File: src/shared/dac_corr_pkg.sv
// constants and types shared by the gain/offset correction datapath
package dac_corr_pkg;

    // ------------------------------------------------------------
    // resolution and channel count (wide sixteen-channel build)
    // ------------------------------------------------------------
    // the narrow build uses 12 bits, 0xffe, 0x800; the eight-channel
    // build uses 8 channels and 3 select bits
    localparam int RES_BITS = 14;
    localparam int CHANNELS = 16;
    localparam int CHAN_BITS = 4;
    localparam int PROD_BITS = 2 * RES_BITS + 1;
    localparam int SUM_BITS = RES_BITS + 3;

    // ------------------------------------------------------------
    // values after reset, midscale, full scale and gain bias
    // ------------------------------------------------------------
    localparam logic [RES_BITS-1:0] GAIN_RESET = 14'h3ffe;
    localparam logic [RES_BITS-1:0] TRIM_RESET = 14'h2000;
    localparam logic [RES_BITS-1:0] CODE_RESET = 14'h0000;
    localparam logic [RES_BITS-1:0] MIDSCALE = 14'h2000;
    localparam logic [RES_BITS-1:0] CODE_MAX = 14'h3fff;
    localparam logic [RES_BITS:0] GAIN_BIAS = 15'h0002;

    // ------------------------------------------------------------
    // write target select and engine states
    // ------------------------------------------------------------
    typedef enum logic [1:0]
    {
        SEL_NONE = 2'b00,
        SEL_GAIN = 2'b01,
        SEL_TRIM = 2'b10,
        SEL_CODE = 2'b11
    } reg_sel_type;

    typedef enum logic [0:0]
    {
        ST_IDLE = 1'b0,
        ST_CALC = 1'b1
    } engine_state_type;

endpackage

File: src/verilog/corr_unit.sv
// two-stage multiply, shift, add and saturate unit for one code
`timescale 1ns/100ps
`default_nettype none
module corr_unit
    import dac_corr_pkg::*;
(
    input wire logic i_clk,
    input wire logic i_rst_n,
    input wire logic i_start,
    input wire logic [RES_BITS-1:0] i_requested_code,
    input wire logic [RES_BITS-1:0] i_gain,
    input wire logic [RES_BITS-1:0] i_trim,
    output logic o_done,
    output logic [RES_BITS-1:0] o_trimmed_code
);

    logic [PROD_BITS-1:0] product;
    logic [RES_BITS-1:0] trim_hold;
    logic stage1;
    logic [RES_BITS:0] gain_term;
    logic [SUM_BITS-1:0] sum;

    // full-width product so nothing is lost before the shift
    assign gain_term = {1'b0, i_gain} + GAIN_BIAS;
    assign sum = SUM_BITS'(product[PROD_BITS-1:RES_BITS])
                 + SUM_BITS'(trim_hold)
                 - SUM_BITS'(MIDSCALE);

    always_ff @(posedge i_clk or negedge i_rst_n)
    begin
        if (!i_rst_n)
        begin
            product <= '0;
            trim_hold <= TRIM_RESET;
            stage1 <= 1'b0;
        end
        else
        begin
            stage1 <= i_start;
            if (i_start)
            begin
                product <= PROD_BITS'(i_requested_code) *
                           PROD_BITS'(gain_term);
                trim_hold <= i_trim;
            end
        end
    end

    // clamp instead of wrapping; msb of sum is the sign
    always_ff @(posedge i_clk or negedge i_rst_n)
    begin
        if (!i_rst_n)
        begin
            o_done <= 1'b0;
            o_trimmed_code <= CODE_RESET;
        end
        else
        begin
            o_done <= stage1;
            if (stage1)
            begin
                if (sum[SUM_BITS-1])
                    o_trimmed_code <= CODE_RESET;
                else if (sum[SUM_BITS-2:RES_BITS] != '0)
                    o_trimmed_code <= CODE_MAX;
                else
                    o_trimmed_code <= sum[RES_BITS-1:0];
            end
        end
    end

endmodule
`default_nettype wire

File: src/verilog/dac_gain_offset_correction.sv
// per-channel gain/offset correction with double-buffered dac registers
`timescale 1ns/100ps
`default_nettype none

// What this block does
// - code is (m+2)/2^n times input plus c-midscale
// - resolution 14 or 12 bits, operands n bits
// - gain resets to all ones, lsb zero
// - gain lsb always forced to zero
// - offset trim resets to midscale
// - sixteen or eight channels served
// - each channel owns independent gain and offset
// - double buffer, load strobe updates all together
// - output code is straight binary tap select
// - busy low while calculating, writes queued
// - load during busy remembered, applied afterwards
module dac_gain_offset_correction
    import dac_corr_pkg::*;
(
    input wire logic i_clk,
    input wire logic i_rst_n,
    input wire logic i_wr_en,
    input wire logic [CHAN_BITS-1:0] i_wr_chan,
    input wire logic [1:0] i_wr_sel,
    input wire logic [RES_BITS-1:0] i_wr_data,
    input wire logic i_load_outputs_n,
    output logic o_busy_n,
    output logic [CHANNELS*RES_BITS-1:0] o_dac_code
);

    // ------------------------------------------------------------
    // decoding helpers
    // ------------------------------------------------------------
    function automatic logic [CHAN_BITS-1:0] lowest_set(
        input logic [CHANNELS-1:0] vec
    );
        logic [CHAN_BITS-1:0] idx;
        idx = '0;
        for (int k = CHANNELS - 1; k >= 0; k--)
        begin
            if (vec[k])
                idx = CHAN_BITS'(k);
        end
        return idx;
    endfunction

    function automatic logic hits(
        input logic en,
        input logic [CHAN_BITS-1:0] chan,
        input logic [1:0] sel,
        input logic [CHAN_BITS-1:0] who,
        input reg_sel_type kind
    );
        return en && (chan == who) && (reg_sel_type'(sel) == kind);
    endfunction

    // ------------------------------------------------------------
    // storage
    // ------------------------------------------------------------
    logic [RES_BITS-1:0] requested_code [CHANNELS];
    logic [RES_BITS-1:0] gain [CHANNELS];
    logic [RES_BITS-1:0] trim [CHANNELS];
    logic [RES_BITS-1:0] trimmed_code [CHANNELS];
    logic [CHANNELS-1:0] dirty;

    engine_state_type state;
    logic [CHAN_BITS-1:0] calc_chan;
    logic launch;
    logic calc_done;
    logic [RES_BITS-1:0] calc_result;
    logic busy_now;
    logic load_prev;
    logic load_pending;
    logic load_fall;
    logic apply_load;
    logic [CHAN_BITS-1:0] pick;

    assign launch = (state == ST_IDLE) && (dirty != '0);
    assign busy_now = (dirty != '0) || (state == ST_CALC);
    assign load_fall = load_prev && !i_load_outputs_n;
    assign apply_load = (load_pending || load_fall) && !busy_now;

    // ------------------------------------------------------------
    // per-channel registers
    // ------------------------------------------------------------
    // a write lands at once and marks the channel for recalculation,
    // so writes during a calculation are queued, never dropped
    genvar g;
    generate
        for (g = 0; g < CHANNELS; g++)
        begin : g_chan
            localparam logic [CHAN_BITS-1:0] ME = CHAN_BITS'(g);
            logic hit_code;
            logic hit_gain;
            logic hit_trim;
            assign hit_code = hits(i_wr_en, i_wr_chan, i_wr_sel, ME, SEL_CODE);
            assign hit_gain = hits(i_wr_en, i_wr_chan, i_wr_sel, ME, SEL_GAIN);
            assign hit_trim = hits(i_wr_en, i_wr_chan, i_wr_sel, ME, SEL_TRIM);

            always_ff @(posedge i_clk or negedge i_rst_n)
            begin
                if (!i_rst_n)
                begin
                    requested_code[g] <= CODE_RESET;
                    gain[g] <= GAIN_RESET;
                    trim[g] <= TRIM_RESET;
                end
                else
                begin
                    if (hit_code)
                        requested_code[g] <= i_wr_data;
                    if (hit_gain)
                        gain[g] <= {i_wr_data[RES_BITS-1:1], 1'b0};
                    if (hit_trim)
                        trim[g] <= i_wr_data;
                end
            end

            // a new write wins over the clear of the same cycle; only the
            // channel handed to the unit is cleared, so a channel re-marked
            // during its own calculation keeps its mark and waits its turn
            always_ff @(posedge i_clk or negedge i_rst_n)
            begin
                if (!i_rst_n)
                    dirty[g] <= 1'b0;
                else
                    dirty[g] <= hit_code || hit_gain || hit_trim ||
                                (dirty[g] && !(launch && pick == ME));
            end

            always_ff @(posedge i_clk or negedge i_rst_n)
            begin
                if (!i_rst_n)
                    trimmed_code[g] <= CODE_RESET;
                else if (calc_done && calc_chan == ME)
                    trimmed_code[g] <= calc_result;
            end

            // all dac registers copy their staged result in one edge
            always_ff @(posedge i_clk or negedge i_rst_n)
            begin
                if (!i_rst_n)
                    o_dac_code[g*RES_BITS +: RES_BITS] <= CODE_RESET;
                else if (apply_load)
                    o_dac_code[g*RES_BITS +: RES_BITS] <= trimmed_code[g];
            end
        end
    endgenerate

    // ------------------------------------------------------------
    // calculation engine
    // ------------------------------------------------------------
    // one shared unit walks the marked channels lowest first; this
    // trades latency for area against one multiplier per channel
    always_ff @(posedge i_clk or negedge i_rst_n)
    begin
        if (!i_rst_n)
        begin
            state <= ST_IDLE;
            calc_chan <= '0;
        end
        else
        begin
            case (state)
                ST_IDLE:
                begin
                    if (launch)
                    begin
                        calc_chan <= lowest_set(dirty);
                        state <= ST_CALC;
                    end
                end
                ST_CALC:
                begin
                    if (calc_done)
                        state <= ST_IDLE;
                end
                default:
                begin
                    state <= ST_IDLE;
                end
            endcase
        end
    end

    assign pick = lowest_set(dirty);

    corr_unit u_corr
    (
        .i_clk(i_clk),
        .i_rst_n(i_rst_n),
        .i_start(launch),
        .i_requested_code(requested_code[pick]),
        .i_gain(gain[pick]),
        .i_trim(trim[pick]),
        .o_done(calc_done),
        .o_trimmed_code(calc_result)
    );

    // ------------------------------------------------------------
    // busy flag and load strobe
    // ------------------------------------------------------------
    always_ff @(posedge i_clk or negedge i_rst_n)
    begin
        if (!i_rst_n)
            o_busy_n <= 1'b1;
        else
            o_busy_n <= !(busy_now || launch);
    end

    // a falling load seen while busy is held until the engine drains
    always_ff @(posedge i_clk or negedge i_rst_n)
    begin
        if (!i_rst_n)
        begin
            load_prev <= 1'b1;
            load_pending <= 1'b0;
        end
        else
        begin
            load_prev <= i_load_outputs_n;
            if (apply_load)
                load_pending <= 1'b0;
            else if (load_fall)
                load_pending <= 1'b1;
        end
    end

endmodule
`default_nettype wire

File: config.mk
export PLATFORM = sky130hd
export DESIGN_NAME = dac_gain_offset_correction
export DESIGN_NICKNAME = d
export VERILOG_FILES = /design/src/shared/dac_corr_pkg.sv /design/src/verilog/corr_unit.sv /design/src/verilog/dac_gain_offset_correction.sv
export SDC_FILE = /design/constraint.sdc
export NUM_CORES = 2
export LEC_CHECK = 0
export ABC_AREA = 1
export ABC_CLOCK_PERIOD_IN_PS = 10450
export BUFFER_PORTS_ARGS = -buffer_cell sky130_fd_sc_hd__buf_4
export CAP_MARGIN = 20
export CELL_PAD_IN_SITES_DETAIL_PLACEMENT = 1
export CELL_PAD_IN_SITES_GLOBAL_PLACEMENT = 1
export CORE_AREA = 3 3 416 418
export CTS_CLUSTER_DIAMETER = 120
export DETAILED_ROUTE_END_ITERATION = 6
export DIE_AREA = 0 0 419 421
export GPL_TIMING_DRIVEN = 0
export PLACE_DENSITY = 0.62
export SETUP_SLACK_MARGIN = 0.3
export SKIP_CTS_REPAIR_TIMING = 1
export SYNTH_ARGS = -nofsm -noshare
export SYNTH_HDL_FRONTEND = slang
export SYNTH_HIERARCHICAL = 1
export SYNTH_SLANG_ARGS = --single-unit
File: constraint.sdc
create_clock -name i_clk -period 10.45 [get_ports i_clk]
set_clock_uncertainty 0.05 [all_clocks]
set_input_delay 3.135 -clock i_clk [delete_from_list [all_inputs] [get_ports i_clk]]
set_output_delay 3.135 -clock i_clk [all_outputs]
set_load 0.02 [all_outputs]
==> results_tabular.tex <==
\begin{tabular}{lr}
\hline
Metric & Value \\
\hline
\multicolumn{2}{l}{\textbf{Placed design}} \\
Area of placed instances & 64300 um\^{}2 \\
Global placer's final weighted congestion & just under 1 \\
Number of port buffers & around 250 \\
Final HPWL DP & around 190000 um \\
Number of cells after detailed placement & $\sim$9400 \\
\multicolumn{2}{l}{\textbf{Power and ir drop}} \\
Leak & 32.7 nW \\
Combinational group share of total power & about 46\% \\
Psw & 8.98 mW \\
Power density over the cells & $\sim$280 nW/um\^{}2 \\
Internal power & 10.1 mW \\
Clk network pwr share & 25.2\% \\
Portion of total power attributed to sequential cells & 28.9\% \\
Final Total Pwr & approximately 19 mW \\
Sw Share & a little under half \\
Maximum vdd drop & 0.179 mV \\
\multicolumn{2}{l}{\textbf{Synthesis}} \\
\#FFs+latches synth & 1173 \\
Fraction of the yosys area taken by sequential cells & 50.0\% \\
Number of warnings printed during yosys synthesis & 6 \\
Post-synthesis instance area & just under 60000 um\^{}2 \\
Mapped Avg Cell Area & between 8 and 9 um\^{}2 \\
Number of unique standard cell types used by synthesis & between 40 and 50 \\
Gate count of the mapped netlist & $\sim$6900 \\
\multicolumn{2}{l}{\textbf{Detailed routing}} \\
Vias per cell & $\sim$5.4 \\
Detailed-routing iteration count for the pre-antenna-repair pass & 5 \\
Antenna violation net count after detailed routing & 0 \\
Number of DRC markers after the initial detailed-route iteration & 4410 \\
Number of remaining DRC errors & 0 \\
Routed len/inst & 26.4 um \\
Vias post-DR & 52500 \\
Final Routed Wirelength & 255000 um \\
\multicolumn{2}{l}{\textbf{Die}} \\
Initial Util & a little over a third \\
Die Outline Area & between 150000 and 200000 um\^{}2 \\
Vertical die dimension & roughly 420 um \\
I/O pin total & between 200 and 250 \\
Number of rows created at floorplan & around 150 \\
Area inside the core boundary & 169000 um\^{}2 \\
Die Width & 419 um \\
\multicolumn{2}{l}{\textbf{Clock tree}} \\
Number of H-tree branching levels & 4 \\
Clk slew on worst S/H paths & 0.07 ns \\
TritonCTS Buffers & 134 \\
Clock tree from TritonCTS & done \\
Cell at the root of the clock tree & clkbuf\_16 \\
Clock latency of the later-clocked register in the worst-skew pair & 0.81 ns \\
Sinks on Clock Net & about 1200 \\
Clock Tree Buf Depth & 3 \\
\multicolumn{2}{l}{\textbf{GRT}} \\
Gr usage total & 28.6\% \\
Number of antenna violations at the first check in global routing & 12 \\
Met2 global-route usage & roughly 45\% \\
Pin count of the biggest net entering global routing & 173 \\
Total grt overflow & 0 \\
Met3 usage & around 4.8\% \\
First-pass GRT wire length & 373000 um \\
Met1 usage in global routing & 38.1\% \\
Grt peak-use layer & met2 \\
Number of global-route vias before repair & 54100 \\
\multicolumn{2}{l}{\textbf{Cells and area}} \\
Post-route standard cell area excluding fillers & 68700 um\^{}2 \\
Area overhead of the layout relative to synthesis & 16.0\% \\
Total area of multi-input combinational cells & 24900 um\^{}2 \\
Commonest cells after routing, fill and taps aside & nand2\_1 (1877), o21ai\_0 (1033), dfrtp\_1 (946) \\
Final-layout fill cell count & 20100 \\
Reg area & 29600 um\^{}2 \\
Layout Cells excl Fill & 9673 \\
Share of layout cells above drive strength 1 & a little over an eighth \\
Commonest non-fill, non-tap cell in the layout & nand2\_1 \\
Post-layout net count & between 7000 and 8000 \\
\multicolumn{2}{l}{\textbf{Hold path}} \\
Worst hold path depth & 0 \\
Worst min-delay path category & reg -> reg \\
\multicolumn{2}{l}{\textbf{Status}} \\
Result of the run & finished, final reports clean \\
\multicolumn{2}{l}{\textbf{Worst setup path}} \\
CP max stage delay & 0.75 ns \\
Type of origin of the critical path & flop \\
CP dominant cell by count & nand2\_1 \\
Data arrival, critical path & 10.23 ns \\
Maximum fanout along the worst path & 10 \\
Crit. End Element & flop \\
Req. time, crit path & 11.08 ns \\
Worst Reg2Reg Path Length in Cells & 41 \\
Slowest library cell on the worst path & buf\_1 \\
Worst Path Class, Setup & reg -> reg \\
\multicolumn{2}{l}{\textbf{Timing}} \\
Max transition margin & 15.8\% \\
Final slew viol count & 0 \\
Unrepaired setup endpoints after global routing & yes \\
Time the worst path needs with I/O delays and setup & 9.60 ns \\
Final total negative setup slack & 0 ns \\
Post-route clock period utilization & 91.9\% \\
Maximum clock rate & 0.104 GHz \\
Final hold viol count & 0 \\
Actual transition at the worst max-transition pin & 1.25 ns \\
Setup-failing EPs final & 0 \\
\multicolumn{2}{l}{\textbf{Flow run}} \\
Number of max-cap violations & 0 \\
\hline
\end{tabular}
[final timing paths]
| kind | start | endpoint | slack, ns |
|---|---|---|---|
| max | dirty[15]$_DFF_PN0_ | u_corr/product[15]$_DFFE_PN0P_ | 0.85 |
| min | u_corr/stage1$_DFF_PN0_ | u_corr/o_done$_DFF_PN0_ | 0.32 |
| max reg2reg | dirty[15]$_DFF_PN0_ | u_corr/product[15]$_DFFE_PN0P_ | 0.85 |
| min reg2reg | u_corr/stage1$_DFF_PN0_ | u_corr/o_done$_DFF_PN0_ | 0.32 |
| max in group asynchronous | i_rst_n | requested_code[112]$_DFFE_PN0P_ | 4.89 |
| min in group asynchronous | i_rst_n | o_dac_code[217]$_DFFE_PN0P_ | 2.28 |
[state kept, by name, indices dropped and copies added (netlist names)]
signal / cells
u_corr/o_trimmed_code: 14
u_corr/trim_hold: 14
dirty: 16
requested_code: 224
u_corr/product: 15
state: 1
load_pending: 1
gain: 208
load_prev: 1
u_corr/o_done: 1
calc_chan: 4
o_dac_code: 224
trimmed_code: 224
trim: 224
u_corr/stage1: 1
o_busy_n: 1
[layer usage]
metal	wire length, um	share of wire, %
met1	110000	43
met4	13400	5.3
met2	116000	46
met3	15400	6.0
met5	40	0.016
[cells by family (layout without fill, tap and decap cells)]
kind of cell | count (synthesis) | after routing | synth area share, %
AND/OR/NAND/NOR | 3037 | 3037 | 22.3
buffers and inverters | 1217 | 1728 | 8.07
flip-flops | 1173 | 1173 | 50.0
AO/OA/AOI/OAI | 1102 | 1102 | 9.42
adder cells (fa/ha/maj) | 274 | 274 | 7.73
multiplexers | 112 | 112 | 2.13
XOR/XNOR | 17 | 17 | 0.296
other | 1 | 12 | 0.00633
[cell type report]
type                       count  share of cell area, %
antenna                        8                 0.0291
buffer                       510                   3.11
clock buffer                 200                   5.62
clock inverter                44                  0.768
inverter                     706                   3.86
multi-input combinational   4546                   36.2
sequential                  1173                   43.1
tap                         2218                   4.04
timing repair buffer         268                   3.30
[power groups by stage]
stage                     clock (mW)  combinational (mW)  sequential [mW]
after floorplan                    0                5.09             5.44
after global placement             0                8.51             5.55
after detailed placement           0                8.63             5.57
after CTS                       4.88                8.69             5.49
after global routing            5.08                9.55             5.56
final                           4.81                8.77             5.51
[Yosys cell counts (all sizes together)]
master	instances	area (um^2)
nand2	1893	7160
nand3b	6	45.0
ha	121	1510
a31oi	1	21.3
inv	706	2650
a21o	2	15.0
conb	1	3.75
mux2	112	1260
o21ai	1043	5220
nor3	19	111
clkbuf	353	1330
nor4	3	31.3
dfrtp	946	23700
or2	1	6.26
a31o	1	8.76
nand4	353	2210
o21bai	6	45.0
buf	158	803
a21oi	47	250
fa	153	3060
nor2	161	637
o21a	2	15.0
xor2	8	96.4
xnor2	9	78.8
and2	2	12.5
nand3	599	3020
dfstp	227	5960
[metrics by stage]
step / hold slack, ns / worst slack, ns / utilization, %
after floorplan: 0.304 / 3.12 / -
after global placement: 0.312 / -8.63 / 37.7
after detailed placement: 0.312 / 0.626 / 37.9
after CTS: 0.326 / 0.615 / 40.5
after global routing: 0.337 / 0.298 / 40.5
final: 0.322 / 0.851 / 40.6
[worst max-delay path, delay by kind of cell (launching register included)]
family,cells,cell delay [ns]
fa+ha+maj,7,3.48
flops,1,0.40
xor+xnor,1,0.21
buf+inv,11,2.14
compound gates,6,0.97
simple gates,16,2.18
(Power assumes the default switching activity.)
